===== src/design/sfcd_defs.svh =====
// opcode values, byte counts and field sizes for the serial flash command decoder
// assumes: included by the package and by every design file that decodes commands
`ifndef SFCD_DEFS_SVH
`define SFCD_DEFS_SVH

`define SFCD_OP_SET_WL      8'h06
`define SFCD_OP_CLR_WL      8'h04
`define SFCD_OP_RD_ID       8'h9F
`define SFCD_OP_RD_SIG      8'hAB
`define SFCD_OP_FBOOST      8'h41
`define SFCD_OP_RD_MD       8'h90
`define SFCD_OP_RST_ARM     8'h66
`define SFCD_OP_RST_FIRE    8'h99
`define SFCD_OP_PAGE_WR     8'h02
`define SFCD_OP_SECT_WIPE   8'h20
`define SFCD_OP_HALF_WIPE   8'h52
`define SFCD_OP_BLK_WIPE    8'hD8
`define SFCD_OP_CHIP_WIPE_A 8'h60
`define SFCD_OP_CHIP_WIPE_B 8'hC7
`define SFCD_OP_STAT_WR     8'h01
`define SFCD_OP_STAT_RD     8'h05
`define SFCD_OP_SLEEP       8'hB9
`define SFCD_OP_RD_NORM     8'h03
`define SFCD_OP_RD_FAST     8'h0B
`define SFCD_OP_RD_DUAL     8'h3B
`define SFCD_OP_RD_PARAM    8'h5A

// byte counts include the opcode byte
`define SFCD_BYTES_BARE     4'h1
`define SFCD_HDR_LAST       4'h3
`define SFCD_HDR_BYTES      4'h4
`define SFCD_PAGE_MIN       4'h5
`define SFCD_STWR_SHORT     4'h2
`define SFCD_STWR_LONG      4'h3
`define SFCD_BYTE_MAX       4'hF
`define SFCD_BIT_LAST       3'h7
`define SFCD_BIT_FIRST      3'h0
`define SFCD_ID_LAST        5'h17
`define SFCD_DUMMY_FAST     4'h8
`define SFCD_DUMMY_NONE     4'h0
`define SFCD_MD_ADDR_SWAP   8'h01

`endif


===== src/design/sfcd_pkg.sv =====
// types shared by the command decoder modules
// assumes: sfcd_defs.svh on the include path
package sfcd_pkg;
  `include "sfcd_defs.svh"

  typedef enum logic [2:0] {
    ST_IGN  = 3'h0,
    ST_OPC  = 3'h1,
    ST_HDR  = 3'h3,
    ST_OUT  = 3'h2,
    ST_PASS = 3'h6
  } sfcd_state_t;

  typedef enum logic [3:0] {
    CL_BARE, CL_ADDR_RD, CL_ADDR_WR, CL_ID, CL_STAT, CL_SIG, CL_MD, CL_STWR, CL_BAD
  } sfcd_cls_t;

  typedef enum logic [1:0] {
    OK_ID, OK_SIG, OK_MD, OK_STAT
  } sfcd_out_t;
endpackage


===== src/design/sfcd_pin_if.sv =====
// conditioned pin events passed from the pin sampler to the decoder core
// assumes: one clock domain, events are one-cycle pulses
`timescale 1ns/1ps
interface sfcd_pin_if;
  logic cs_low;
  logic cs_fall;
  logic cs_rise;
  logic sck_rise;
  logic sck_fall;
  logic si;
  modport src (output cs_low, cs_fall, cs_rise, sck_rise, sck_fall, si);
  modport dst (input cs_low, cs_fall, cs_rise, sck_rise, sck_fall, si);
endinterface


===== src/design/sfcd_pin_sync.sv =====
// three-stage sampler for chip select, serial clock and serial in, edge finder for chip select and serial clock
// assumes: pins asynchronous to clk, serial clock well below clk/6
`timescale 1ns/1ps
module sfcd_pin_sync
(
  // system
  input  wire logic clk,
  input  wire logic rst,
  // raw pins
  input  wire logic cs_n,
  input  wire logic sclk,
  input  wire logic si,
  // conditioned events
  sfcd_pin_if.src   p
);
  logic [2:0] raw;
  logic [2:0] s1_r;
  logic [2:0] s2_r;
  logic [2:0] s3_r;
  logic [2:0] flt_r;
  logic [2:0] prv_r;

  assign raw = {si, sclk, cs_n};

  ////////////////////////////////////////////////////////////////////////
  // same pipeline depth on all three keeps data aligned with clock edges
  genvar i;
  generate
    for (i = 0; i < 3; i++)
    begin : g_pin
      always_ff @(posedge clk)
      begin
        if (rst)
        begin
          s1_r[i]  <= (i == 0);
          s2_r[i]  <= (i == 0);
          s3_r[i]  <= (i == 0);
          flt_r[i] <= (i == 0);
          prv_r[i] <= (i == 0);
        end
        else
        begin
          s1_r[i]  <= raw[i];
          s2_r[i]  <= s1_r[i];
          s3_r[i]  <= s2_r[i];
          flt_r[i] <= (s2_r[i] == s3_r[i]) ? s3_r[i] : flt_r[i];
          prv_r[i] <= flt_r[i];
        end
      end
    end
  endgenerate

  ////////////////////////////////////////////////////////////////////////
  assign p.cs_low   = ~flt_r[0];
  assign p.cs_fall  = ~flt_r[0] & prv_r[0];
  assign p.cs_rise  = flt_r[0] & ~prv_r[0];
  assign p.sck_rise = flt_r[1] & ~prv_r[1];
  assign p.sck_fall = ~flt_r[1] & prv_r[1];
  assign p.si       = flt_r[2];
endmodule


===== src/design/sfcd_top.sv =====
// serial flash command decoder: opcode decode, latch flags, id readouts, array handoff
// assumes: array sequencer on clk reports busy level and one-cycle done pulse
// Behaviour
// set-write-latch opcode in one select frame sets the write latch.
// content-changing commands launch only while the write latch is set.
// clear-write-latch opcode resets the write latch.
// latch clears at reset, on clear command, and on completion of writes.
// upper data lines are never sampled during single-line commands.
// identification read shifts maker then two device bytes, 24 bits, stoppable anytime.
// identification read is not decoded while busy; select high returns standby.
// signature read repeats the 8-bit signature while the host keeps clocking.
// bare signature opcode releases deep sleep.
// host should prefer the three-byte identification read over signature.
// factory-boost opcode sets the factory flag.
// factory flag clears at reset and on erase or program completion.
// maker-device read takes two dummies, one address, shifts msb first on falls.
// address 00h gives maker first, 01h gives device first.
// maker and device bytes alternate until select rises.
// reset-fire acts only directly after reset-arm.
// host should send only defined opcodes; others may reach hidden modes.
// maker-device read takes one address byte, returns two bytes per pass.
// inputs sampled on rising serial clock, outputs driven on falling edge.
// bare, wipe, write and sleep commands need select high on a byte boundary.
// unknown opcode leaves output off until the next select fall.
// signature read has three dummy bytes; opcodes are one byte msb first.
// array opcodes are handed off with address and dummy count.
`timescale 1ns/1ps
`include "sfcd_defs.svh"
module sfcd_top
#(
  parameter logic [7:0] MAKER_ID  = 8'h3C, // arbitrary
  parameter logic [7:0] MEM_TYPE  = 8'h11, // arbitrary
  parameter logic [7:0] MEM_DENS  = 8'h15, // arbitrary
  parameter logic [7:0] DEVICE_ID = 8'h13  // arbitrary, also the signature
)
(
  // system
  input  wire logic        clk,
  input  wire logic        rst,
  // serial pins
  input  wire logic        cs_n,
  input  wire logic        sclk,
  input  wire logic        si,
  output logic             so,
  output logic             so_oe,
  // array sequencer
  input  wire logic        arr_busy,
  input  wire logic        arr_done,
  input  wire logic [5:0]  stat_hi,
  output logic             arr_start,
  output logic [7:0]       arr_op,
  output logic [23:0]      arr_addr,
  output logic [3:0]       arr_dummy,
  output logic [7:0]       rx_byte,
  output logic             rx_vld,
  // control state
  output logic             write_latch_bit,
  output logic             factory_mode,
  output logic             deep_sleep,
  output logic             soft_reset
);
  import sfcd_pkg::*;

  sfcd_pin_if p ();

  sfcd_pin_sync u_sync
  (
    .clk  (clk),
    .rst  (rst),
    .cs_n (cs_n),
    .sclk (sclk),
    .si   (si),
    .p    (p)
  );

  ////////////////////////////////////////////////////////////////////////
  function automatic sfcd_cls_t sfcd_cls(input logic [7:0] op);
    case (op)
      `SFCD_OP_SET_WL, `SFCD_OP_CLR_WL, `SFCD_OP_FBOOST, `SFCD_OP_RST_ARM,
      `SFCD_OP_RST_FIRE, `SFCD_OP_SLEEP, `SFCD_OP_CHIP_WIPE_A,
      `SFCD_OP_CHIP_WIPE_B:                    sfcd_cls = CL_BARE;
      `SFCD_OP_RD_NORM, `SFCD_OP_RD_FAST, `SFCD_OP_RD_DUAL,
      `SFCD_OP_RD_PARAM:                       sfcd_cls = CL_ADDR_RD;
      `SFCD_OP_PAGE_WR, `SFCD_OP_SECT_WIPE, `SFCD_OP_HALF_WIPE,
      `SFCD_OP_BLK_WIPE:                       sfcd_cls = CL_ADDR_WR;
      `SFCD_OP_RD_ID:                          sfcd_cls = CL_ID;
      `SFCD_OP_STAT_RD:                        sfcd_cls = CL_STAT;
      `SFCD_OP_RD_SIG:                         sfcd_cls = CL_SIG;
      `SFCD_OP_RD_MD:                          sfcd_cls = CL_MD;
      `SFCD_OP_STAT_WR:                        sfcd_cls = CL_STWR;
      default:                                 sfcd_cls = CL_BAD;
    endcase
  endfunction

  function automatic logic [7:0] sfcd_out_byte(input sfcd_out_t k, input logic [4:0] c,
                                               input logic swap, input logic [7:0] st);
    case (k)
      OK_ID:   sfcd_out_byte = (c[4:3] == 2'h0) ? MAKER_ID : (c[4:3] == 2'h1) ? MEM_TYPE : MEM_DENS;
      OK_SIG:  sfcd_out_byte = DEVICE_ID;
      OK_MD:   sfcd_out_byte = (c[3] ^ swap) ? DEVICE_ID : MAKER_ID;
      default: sfcd_out_byte = st;
    endcase
  endfunction

  ////////////////////////////////////////////////////////////////////////
  sfcd_state_t st_r;
  sfcd_state_t st_nxt;
  sfcd_out_t   kind_r;
  logic [7:0]  sh_r;
  logic [2:0]  bitp_r;
  logic [3:0]  bytes_r;
  logic [7:0]  opc_r;
  logic [23:0] addr_r;
  logic [4:0]  ocnt_r;
  logic        md_swap_r;
  logic        wel_r;
  logic        fact_r;
  logic        sleep_r;
  logic        arm_r;
  logic        op_stat_r;
  logic        so_r;
  logic        so_oe_r;
  logic        start_r;
  logic [7:0]  aop_r;
  logic [23:0] aaddr_r;
  logic [3:0]  adum_r;
  logic [7:0]  rxb_r;
  logic        rxv_r;
  logic        srst_r;

  logic [7:0]  new_byte;
  logic        byte_done;
  sfcd_cls_t   cls_new;
  sfcd_cls_t   cls_cur;
  logic        hdr_last;
  logic        end_ok;
  logic        bare_end;
  logic        do_set;
  logic        do_clr;
  logic        do_fact;
  logic        do_arm;
  logic        do_fire;
  logic        do_sleep;
  logic        do_wake;
  logic        chip_end;
  logic        wipe_end;
  logic        page_end;
  logic        stwr_end;
  logic        wr_launch;
  logic        rd_launch;
  logic        wr_done;
  logic [7:0]  stat_byte;
  logic [7:0]  cur_out;
  logic        ocnt_wrap;

  // only the single serial input feeds the shifter, msb first
  assign new_byte  = {sh_r[6:0], p.si};
  assign byte_done = p.sck_rise && p.cs_low && (bitp_r == `SFCD_BIT_LAST);
  assign cls_new   = sfcd_cls(new_byte);
  assign cls_cur   = sfcd_cls(opc_r);
  assign hdr_last  = byte_done && (st_r == ST_HDR) && (bytes_r == `SFCD_HDR_LAST);

  // completion only when select rises on a byte boundary
  assign end_ok    = p.cs_rise && (st_r == ST_HDR) && (bitp_r == `SFCD_BIT_FIRST);
  assign bare_end  = end_ok && (bytes_r == `SFCD_BYTES_BARE);
  assign do_set    = bare_end && (opc_r == `SFCD_OP_SET_WL);
  assign do_clr    = bare_end && (opc_r == `SFCD_OP_CLR_WL);
  assign do_fact   = bare_end && (opc_r == `SFCD_OP_FBOOST);
  assign do_arm    = bare_end && (opc_r == `SFCD_OP_RST_ARM);
  assign do_sleep  = bare_end && (opc_r == `SFCD_OP_SLEEP);
  // fire counts only with the arm flag from the previous command
  assign do_fire   = bare_end && (opc_r == `SFCD_OP_RST_FIRE) && arm_r;
  // bare signature opcode wakes from sleep
  assign do_wake   = bare_end && (opc_r == `SFCD_OP_RD_SIG);
  assign chip_end  = bare_end && ((opc_r == `SFCD_OP_CHIP_WIPE_A) || (opc_r == `SFCD_OP_CHIP_WIPE_B));
  assign wipe_end  = end_ok && (cls_cur == CL_ADDR_WR) && (opc_r != `SFCD_OP_PAGE_WR)
                     && (bytes_r == `SFCD_HDR_BYTES);
  assign page_end  = end_ok && (opc_r == `SFCD_OP_PAGE_WR) && (bytes_r >= `SFCD_PAGE_MIN);
  assign stwr_end  = end_ok && (cls_cur == CL_STWR)
                     && ((bytes_r == `SFCD_STWR_SHORT) || (bytes_r == `SFCD_STWR_LONG));
  // content changes need the latch and an idle array
  assign wr_launch = (chip_end || wipe_end || page_end || stwr_end) && wel_r && !arr_busy;
  // R23 reads leave once the third address byte is in
  assign rd_launch = hdr_last && (cls_cur == CL_ADDR_RD) && !arr_busy;
  assign wr_done   = arr_done;

  assign stat_byte = {stat_hi, wel_r, arr_busy};
  assign cur_out   = sfcd_out_byte(kind_r, ocnt_r, md_swap_r, stat_byte);
  // identification wraps after its 24 bits
  assign ocnt_wrap = (kind_r == OK_ID) && (ocnt_r == `SFCD_ID_LAST);

  ////////////////////////////////////////////////////////////////////////
  always_comb
  begin
    st_nxt = st_r;
    if (p.cs_fall)
      st_nxt = ST_OPC;
    // select high always parks in standby
    else if (!p.cs_low)
      st_nxt = ST_IGN;
    else if (byte_done)
    begin
      case (st_r)
        ST_OPC:
        begin
          if (sleep_r && (new_byte != `SFCD_OP_RD_SIG))
            st_nxt = ST_IGN;
          else
          begin
            case (cls_new)
              // identification read not decoded while busy
              CL_ID:   st_nxt = arr_busy ? ST_IGN : ST_OUT;
              CL_STAT: st_nxt = ST_OUT;
              // unknown opcode goes quiet
              CL_BAD:  st_nxt = ST_IGN;
              default: st_nxt = ST_HDR;
            endcase
          end
        end
        ST_HDR:
        begin
          if (bytes_r == `SFCD_HDR_LAST)
          begin
            case (cls_cur)
              CL_ADDR_RD:   st_nxt = arr_busy ? ST_IGN : ST_PASS;
              // signature and maker-device outputs after three bytes
              CL_SIG, CL_MD: st_nxt = ST_OUT;
              default:      st_nxt = ST_HDR;
            endcase
          end
        end
        default: st_nxt = st_r;
      endcase
    end
  end

  always_ff @(posedge clk)
  begin
    if (rst || srst_r)
      st_r <= ST_IGN;
    else
      st_r <= st_nxt;
  end

  ////////////////////////////////////////////////////////////////////////
  // input shifter advances on rising serial clock
  always_ff @(posedge clk)
  begin
    if (rst || p.cs_fall)
    begin
      sh_r    <= 8'h00;
      bitp_r  <= `SFCD_BIT_FIRST;
      bytes_r <= 4'h0;
    end
    else if (p.sck_rise && p.cs_low)
    begin
      sh_r    <= new_byte;
      bitp_r  <= bitp_r + 3'h1;
      bytes_r <= (byte_done && bytes_r != `SFCD_BYTE_MAX) ? bytes_r + 4'h1 : bytes_r;
    end
  end

  always_ff @(posedge clk)
  begin
    if (rst)
    begin
      opc_r     <= 8'h00;
      addr_r    <= 24'h000000;
      md_swap_r <= 1'b0;
      kind_r    <= OK_STAT;
    end
    else if (byte_done && st_r == ST_OPC)
    begin
      opc_r  <= new_byte;
      kind_r <= (cls_new == CL_ID) ? OK_ID : OK_STAT;
    end
    else if (byte_done && st_r == ST_HDR && bytes_r < `SFCD_HDR_BYTES)
    begin
      addr_r    <= {addr_r[15:0], new_byte};
      // address byte picks which id leads
      md_swap_r <= (new_byte == `SFCD_MD_ADDR_SWAP);
      kind_r    <= (cls_cur == CL_MD) ? OK_MD : (cls_cur == CL_SIG) ? OK_SIG : kind_r;
    end
  end

  ////////////////////////////////////////////////////////////////////////
  // output bits change on falling serial clock, msb first
  always_ff @(posedge clk)
  begin
    if (rst || p.cs_fall)
    begin
      ocnt_r <= 5'h00;
      so_r   <= 1'b0;
    end
    else if (p.sck_fall && st_r == ST_OUT)
    begin
      so_r   <= cur_out[~ocnt_r[2:0]];
      // signature repeats, maker/device alternate
      ocnt_r <= ocnt_wrap ? 5'h00 : ocnt_r + 5'h01;
    end
  end

  always_ff @(posedge clk)
  begin
    if (rst)
      so_oe_r <= 1'b0;
    else
      so_oe_r <= p.cs_low && (st_r == ST_OUT) && (so_oe_r || p.sck_fall);
  end

  ////////////////////////////////////////////////////////////////////////
  // latch; a set wins over a same-cycle clear
  always_ff @(posedge clk)
  begin
    if (rst || srst_r)
      wel_r <= 1'b0;
    else if (do_set)
      wel_r <= 1'b1;
    else if (do_clr || wr_done)
      wel_r <= 1'b0;
  end

  // factory flag
  always_ff @(posedge clk)
  begin
    if (rst || srst_r)
      fact_r <= 1'b0;
    else if (do_fact)
      fact_r <= 1'b1;
    else if (wr_done && !op_stat_r)
      fact_r <= 1'b0;
  end

  // arm flag dropped by any other completed command
  always_ff @(posedge clk)
  begin
    if (rst || srst_r)
      arm_r <= 1'b0;
    else if (p.cs_rise && bytes_r != 4'h0)
      arm_r <= do_arm;
  end

  always_ff @(posedge clk)
  begin
    if (rst)
    begin
      sleep_r <= 1'b0;
      srst_r  <= 1'b0;
    end
    else
    begin
      sleep_r <= do_sleep ? 1'b1 : (do_wake || srst_r) ? 1'b0 : sleep_r;
      srst_r  <= do_fire;
    end
  end

  ////////////////////////////////////////////////////////////////////////
  // handoff to the array sequencer
  always_ff @(posedge clk)
  begin
    if (rst)
    begin
      start_r   <= 1'b0;
      aop_r     <= 8'h00;
      aaddr_r   <= 24'h000000;
      adum_r    <= `SFCD_DUMMY_NONE;
      op_stat_r <= 1'b0;
    end
    else
    begin
      start_r <= wr_launch || rd_launch;
      if (wr_launch || rd_launch)
      begin
        aop_r     <= opc_r;
        aaddr_r   <= rd_launch ? {addr_r[15:0], new_byte} : addr_r;
        adum_r    <= (rd_launch && opc_r != `SFCD_OP_RD_NORM) ? `SFCD_DUMMY_FAST : `SFCD_DUMMY_NONE;
        op_stat_r <= (cls_cur == CL_STWR);
      end
    end
  end

  // data bytes after the header, for page and status writes and read passthrough
  always_ff @(posedge clk)
  begin
    if (rst)
    begin
      rxb_r <= 8'h00;
      rxv_r <= 1'b0;
    end
    else
    begin
      rxv_r <= byte_done && ((st_r == ST_PASS) || ((st_r == ST_HDR)
               && ((bytes_r >= `SFCD_HDR_BYTES) || (cls_cur == CL_STWR))));
      rxb_r <= byte_done ? new_byte : rxb_r;
    end
  end

  ////////////////////////////////////////////////////////////////////////
  assign so              = so_r;
  assign so_oe           = so_oe_r;
  assign arr_start       = start_r;
  assign arr_op          = aop_r;
  assign arr_addr        = aaddr_r;
  assign arr_dummy       = adum_r;
  assign rx_byte         = rxb_r;
  assign rx_vld          = rxv_r;
  assign write_latch_bit = wel_r;
  assign factory_mode    = fact_r;
  assign deep_sleep      = sleep_r;
  assign soft_reset      = srst_r;
endmodule


===== config.mk =====
export PLATFORM = sky130hd
export DESIGN_NAME = sfcd_top
export DESIGN_NICKNAME = d
export VERILOG_FILES = /design/src/design/sfcd_pkg.sv /design/src/design/sfcd_pin_if.sv /design/src/design/sfcd_pin_sync.sv /design/src/design/sfcd_top.sv
export VERILOG_INCLUDE_DIRS = /design/src /design/src/design
export SDC_FILE = /design/constraint.sdc
export NUM_CORES = 1
export LEC_CHECK = 0
export BUFFER_PORTS_ARGS = -buffer_cell sky130_fd_sc_hd__buf_2
export CAP_MARGIN = 20
export CELL_PAD_IN_SITES_DETAIL_PLACEMENT = 0
export CELL_PAD_IN_SITES_GLOBAL_PLACEMENT = 1
export CORE_UTILIZATION = 48
export DETAILED_ROUTE_END_ITERATION = 8
export GPL_TIMING_DRIVEN = 0
export PLACE_DENSITY_LB_ADDON = 0.1
export REMOVE_ABC_BUFFERS = 1
export SLEW_MARGIN = 0
export SYNTH_ARGS = -nofsm -noshare
export SYNTH_HDL_FRONTEND = slang
export SYNTH_SLANG_ARGS = --single-unit
export TNS_END_PERCENT = 100

===== constraint.sdc =====
create_clock -name clk -period 6.6 [get_ports clk]
set_input_delay 1.32 -clock clk [delete_from_list [all_inputs] [get_ports clk]]
set_output_delay 1.32 -clock clk [all_outputs]
set_load 0.01 [all_outputs]

# After elaboration in Yosys (flattened, before gate mapping)
# Index checks and enable logic that the tools add are counted.
dict set report totals {
  ff_bits 125
  out_inout_bits 52
  elab_cells 240
}
dict set report op_classes {
  n_addsub 3
  order_cmp 4
  n_eq_ne 72
  mux 32
  bitwise_logic 11
  n_reduce_logical 80
}
# op n
set op_table {}
lappend op_table {{equality test 8 bit (second input constant)} 14}
lappend op_table {{equality test 8 x 7 -> 1 bit (second input constant)} 10}
lappend op_table {{one-hot mux 4 bit (8 select lines)} 2}
lappend op_table {{equality test 8 x 3 -> 1 bit (second input constant)} 6}
lappend op_table {{logical AND 1 bit} 40}
lappend op_table {{equality test 8 x 2 -> 1 bit (second input constant)} 4}
lappend op_table {{equality test 8 x 6 -> 1 bit (second input constant)} 4}
lappend op_table {{two-way mux 24 bit} 1}
lappend op_table {{one-hot mux 8 bit (3 select lines)} 1}
lappend op_table {{equality test 4 x 3 -> 1 bit (second input constant)} 5}
lappend op_table {{equality test 4 x 2 -> 1 bit (second input constant)} 4}
lappend op_table {{equality test 8 x 1 -> 1 bit (second input constant)} 2}
lappend op_table {{equality test 8 x 4 -> 1 bit (second input constant)} 2}
lappend op_table {{inequality test 8 x 2 -> 1 bit (second input constant)} 2}
lappend op_table {{OR reduction 4 bit} 4}
lappend op_table {{OR reduction 8 bit} 2}
lappend op_table {{two-way mux 2 bit} 7}
lappend op_table {{logical OR 1 bit} 13}
lappend op_table {{two-way mux 6 bit} 2}
lappend op_table {{one-hot mux 3 bit (2 select lines)} 2}
lappend op_table {{two-way mux 1 bit} 10}
lappend op_table {{nonzero test 2 bit} 5}
lappend op_table {{two-way mux 3 bit} 3}
lappend op_table {{equality test 4 x 1 -> 1 bit (second input constant)} 2}
lappend op_table {{35 further kinds} 55}

# Logic depth before layout (Yosys ltp)
dict set report depth {
  depth_word 13
  ltp_mapped 10
  mapped_depth_nobuf 8
}

# Cells and area by module
# From an unflattened synthesis, not the netlist that was laid out.
dict set report hier_totals {
  cells_unflattened 731
  hier_area_um2 6029.5
}
# module n_inst cells_per_inst area_each_um2 seq_area_each_um2
set by_module_without_submodules {}
lappend by_module_without_submodules {sfcd_top 1 691 5594.1 2162.1}
lappend by_module_without_submodules {sfcd_pin_sync 1 40 435.4 280.3}

# Least setup slack after synthesis
# OpenSTA, ideal clock, no wires.
dict set report synth_path {
  kind {input to register}
  from {input arr_busy}
  to {register aaddr_r[10] (netlist: arr_addr[10])}
  setup_time_ns 0.128
  arrival_time_ns 2.520
  setup_slack_ns 3.952
  stages 5
  path_cell_list {a2111oi_4 -> buf_2 -> mux2_2 -> mux2i_1 -> nor2_1}
}
dict set report synth_via {
  elab_chain_cells 3
  elab_cells_between_ends 5
  cone_classes {mux (1); reduce/logical (4)}
}
# item line_no
set synth_lines {}
lappend synth_lines {{from (decl)} sfcd_top.sv:47} ;# input wire logic arr_busy,
lappend synth_lines {{logical NOT 1 bit *} {sfcd_top.sv:182, sfcd_top.sv:184}}
lappend synth_lines {{logical AND 1 bit, on equally long branches} {sfcd_top.sv:184, sfcd_top.sv:182}}
lappend synth_lines {{two-way mux 24 bit / logical OR 1 bit (equally long branches)} {sfcd_top.sv:375, sfcd_top.sv:372}}
lappend synth_lines {{to (signal assigned)} sfcd_top.sv:375} ;# aaddr_r <= rd_launch ? {addr_r[15:0], new_byte} : addr_r;
lappend synth_lines {{to (decl)} sfcd_top.sv:125} ;# logic [23:0] aaddr_r;
# Mark *: on every way between the ends. The rest lies on a longest branch, timed or not.
# A chain may end at the register's enable or synchronous reset.

# Final worst setup path
dict set report layout_path {
  from {register bitp_r[0]}
  to {register aaddr_r[4] (netlist: arr_addr[4])}
}
dict set report layout_via {
  elab_chain_cells 11
  elab_cells_between_ends 24
  cone_classes {eq/ne (1); mux (1); reduce/logical (22)}
}
# item line_no
set layout_lines {}
lappend layout_lines {{from (decl)} sfcd_top.sv:110} ;# logic [2:0] bitp_r;
lappend layout_lines {{from (signal assigned)} sfcd_top.sv:252} ;# bitp_r <= `SFCD_BIT_FIRST;
lappend layout_lines {{from (signal assigned)} sfcd_top.sv:258} ;# bitp_r <= bitp_r + 3'h1;
lappend layout_lines {{logical NOT 3 bit (no source line)} n/a}
lappend layout_lines {{logical AND 1 bit} sfcd_top.sv:164} ;# assign end_ok = p.cs_rise && (st_r == ST_HDR) && (bitp_r == `SFCD_BIT_FIRST);
lappend layout_lines {{logical AND 1 bit (3 in series)} sfcd_top.sv:176} ;# assign wipe_end = end_ok && (cls_cur == CL_ADDR_WR) && (opc_r != `SFCD_OP_PAGE_WR)
lappend layout_lines {{logical OR 1 bit (3 in series)} sfcd_top.sv:182} ;# assign wr_launch = (chip_end || wipe_end || page_end || stwr_end) && wel_r && !arr_busy;
lappend layout_lines {{logical AND 1 bit (2 in series)} sfcd_top.sv:182}
lappend layout_lines {{logical OR 1 bit} sfcd_top.sv:372} ;# if (wr_launch || rd_launch)
# Several ways; a longest one is shown, not always the timed one.

==> flow_metrics.env <==
export IMPL_status="finished with violations"
export IMPL_violations="DRC"
export IMPL_synth_area_um2=5814
export IMPL_final_common_cell="dfxtp_1"
export IMPL_ys_seq_area_share_pct=42.01
export IMPL_wl_per_cell_um=14.82
export IMPL_final_cell_mix="dfxtp_1, nand2_1, nor2_1"
export IMPL_start_util_pct=50.06
export IMPL_cts_sinks=122
export IMPL_tns_ns=0
export IMPL_placedInstanceArea_um2=6163
export IMPL_critPathRequiredTime_ns=6.89
export IMPL_worstPathMaxFanout=31
export IMPL_power_leakage_nw=2.515
export IMPL_crit_type="flip-flop to flip-flop"
export IMPL_cts_hold_buf=0
export IMPL_clk_pin_slew_ns=0.05
export IMPL_routed_wl_um=12740
export IMPL_period_minus_slack_ns=3.144
export IMPL_grt_pass1_wl_um=22130
export IMPL_period_share_pct=47.64
export IMPL_rrSetupSlack_ns=3.46
export IMPL_maxCapViolCount=0
export IMPL_grt_max_degree=74
export IMPL_vias_per_cell=5.563
export IMPL_synth_cells=670
export IMPL_final_area_um2=6698
export IMPL_synth_edff_count=0
export IMPL_rsz0062_at_grt="false"
export IMPL_row_count=39
export IMPL_relSlewSlack_pct=33.73
export IMPL_grt_use_total_pct=21.84
export IMPL_synthArstFlopShare_pct=0
export IMPL_yosysWarningCount=0
export IMPL_synth_ff_type="dfxtp_1"
export IMPL_syn_avg_cell_area_um2=8.678
export IMPL_fmax_ghz=0.3180
export IMPL_cpMostUsedCell="ha_1"
export IMPL_report_final_hold_viol_count=0
export IMPL_synthTopCellsByArea="dfxtp_1, mux2i_1, nand2_1"
export IMPL_gp_congestion=0.8602
export IMPL_nNetsFinal=725
export IMPL_n_fill_cell=1074
export IMPL_cts_resized=0
export IMPL_ys_seq_elements=122
export IMPL_n_antenna_cell=0
export IMPL_setup_viol=0
export IMPL_grt_pass1_vias=4580
export IMPL_cts_tree="yes"
export IMPL_pin_count=65
export IMPL_drive_gt1_share_pct=19.39
export IMPL_insertion_delay_ns=0.42
export IMPL_power_density_nw_per_um2=237.1
export IMPL_worstMarginPinSlew_ns=0.9802
export IMPL_max_clock_path_buffers=2
export IMPL_yosysUniqueCellTypes=69
export IMPL_via_count=4784
export IMPL_grt_antenna_before_repair=0
export IMPL_portBuffers=61
export IMPL_critPathArrivalTime_ns=3.43
export IMPL_core_area_um2=11610
export IMPL_peakVddDrop_mv=0.1452
export IMPL_critPathMaxStageDelay_ns=0.67
export IMPL_critPathLaunch="bitp_r[0]"
export IMPL_cts_setup_buffers=0
export IMPL_holdCritStartpoint="u_sync.s1_r[0]"
export IMPL_cts_root_buf="clkbuf_16"
export IMPL_timing_rr_start="bitp_r[0]"
export IMPL_syn2layout_area_growth_pct=15.19
export IMPL_cp_slowest_cell="a2111oi_4"
export IMPL_slew_viol_final=0
export IMPL_hp_class="flip-flop to flip-flop"
export IMPL_drc=4
export IMPL_end_kind="flip-flop"
export IMPL_synth_top_cell_by_area="dfxtp_1"
export IMPL_die_y_um=112.1
export IMPL_ant_nets=0
export IMPL_cp_start_kind="flip-flop"
export IMPL_drtIter0Drc=325
export IMPL_die_area_um2=12560
export IMPL_firstDrtPassIters=6
export IMPL_die_w_um=112.1
export IMPL_grt_overflow=0
export IMPL_cts_buffers=17
export IMPL_fin_skew_ns=0.01026
export IMPL_cts_max_level=4
export IMPL_synth_top_area_share_pct=42.01
export IMPL_crit_chain="ha_1 -> ha_1 -> and4bb_2 -> nand2_1 -> a2111oi_4 -> buf_6 -> a221o_2 -> buf_12 -> mux2i_1 -> nor2_1"
export IMPL_dpl_hpwl_um=8629
-- layer usage --
metal,track usage [%],vias up,wire length [um]
li1,-,2393,-
met1,28.32,2270,6143
met2,34.95,97,5839
met3,5.184,24,523
met4,9.156,0,238
met5,0,-,0
-- cell usage after synthesis (all sizes together) (4+ instances only) --
library cell  instances
or2                   6
or4                   4
nor3                 10
nand4                 6
dfxtp               122
nor4b                 5
nand2                89
nand2b               10
nor2b                13
nor2                 80
and3b                 5
nor4                  4
nor3b                 9
mux2                 24
nand3                 7
inv                  15
a211oi                6
buf                  17
mux2i                53
ha                    8
a31oi                 4
clkbuf               38
a21oi                51
o21ai                21
nand3b                5
-- per-stage QoR --
stage | hold slack [ns] | worst slack [ns] | utilization (%) | cells | total power, mW
after floorplan | 0.3895 | 2.601 | - | 617 | 0.7620
after global placement | 0.3913 | 1.442 | 51.97 | 821 | 0.7763
after detailed placement | 0.4036 | 3.442 | 53.07 | 828 | 0.7790
after CTS | 0.4203 | 3.413 | 57.67 | 860 | 1.607
after global routing | 0.4398 | 3.267 | 57.67 | 860 | 1.642
final | 0.4143 | 3.456 | 57.67 | 860 | 1.588
-- worst max-delay path: cells and delay by family (launching register included) --
kind                       cells  cell delay, ns
AOI/OAI and AO/OA              2            0.90
and+or+nand+nor                3            0.68
buffers and inverters          2            0.49
DFF                            1            0.37
adders and majority gates      2            0.32
muxes                          1            0.23
-- state kept, by name, indices dropped and copies added (netlist names), 4 cells and up --
name and cells:
ocnt_r 5, addr_r 24, arr_addr 24, opc_r 8, sh_r 7, arr_op 8
bytes_r 4, rx_byte 8
-- power breakdown --
group          switching (mW)  leakage, nW  internal [mW]  total [mW]
Combinational          0.0153         1.27        0.00747      0.0228
Sequential            0.00104        0.984          0.739       0.740
Clock                   0.329        0.259          0.496       0.825
Total                   0.345         2.52           1.24        1.59
-- final timing paths --
| check | end | cells past startpoint |
|---|---|---|
| setup / recovery | arr_addr[4] | 10 |
| setup reg to reg | arr_addr[4] | 10 |
| hold reg to reg | u_sync.s2_r[0] | 1 |
| hold / removal | u_sync.s2_r[0] | 1 |
-- cells by family (layout without fill, tap and decap cells) --
group,Yosys count,in the layout,share of synthesized area [%]
simple gates,274,274,23.89
flops,122,122,42.01
compound gates,113,113,12.18
mux,77,77,13.77
buf+inv,70,115,5.616
fa+ha+maj,8,8,1.722
xor+xnor,5,5,0.7533
other cells,1,3,0.06450
-- area by class of cell --
cell class	count	area [um^2]	area share (%)
timing repair buffer	68	419.2	6.258
multi-input combinational	480	3067	45.79
clock inverter	11	73.82	1.102
tap	143	178.9	2.671
sequential	122	2442	36.47
inverter	15	56.30	0.8407
clock buffer	21	460.4	6.875
Note: power is estimated with default switching activity, not from simulation.
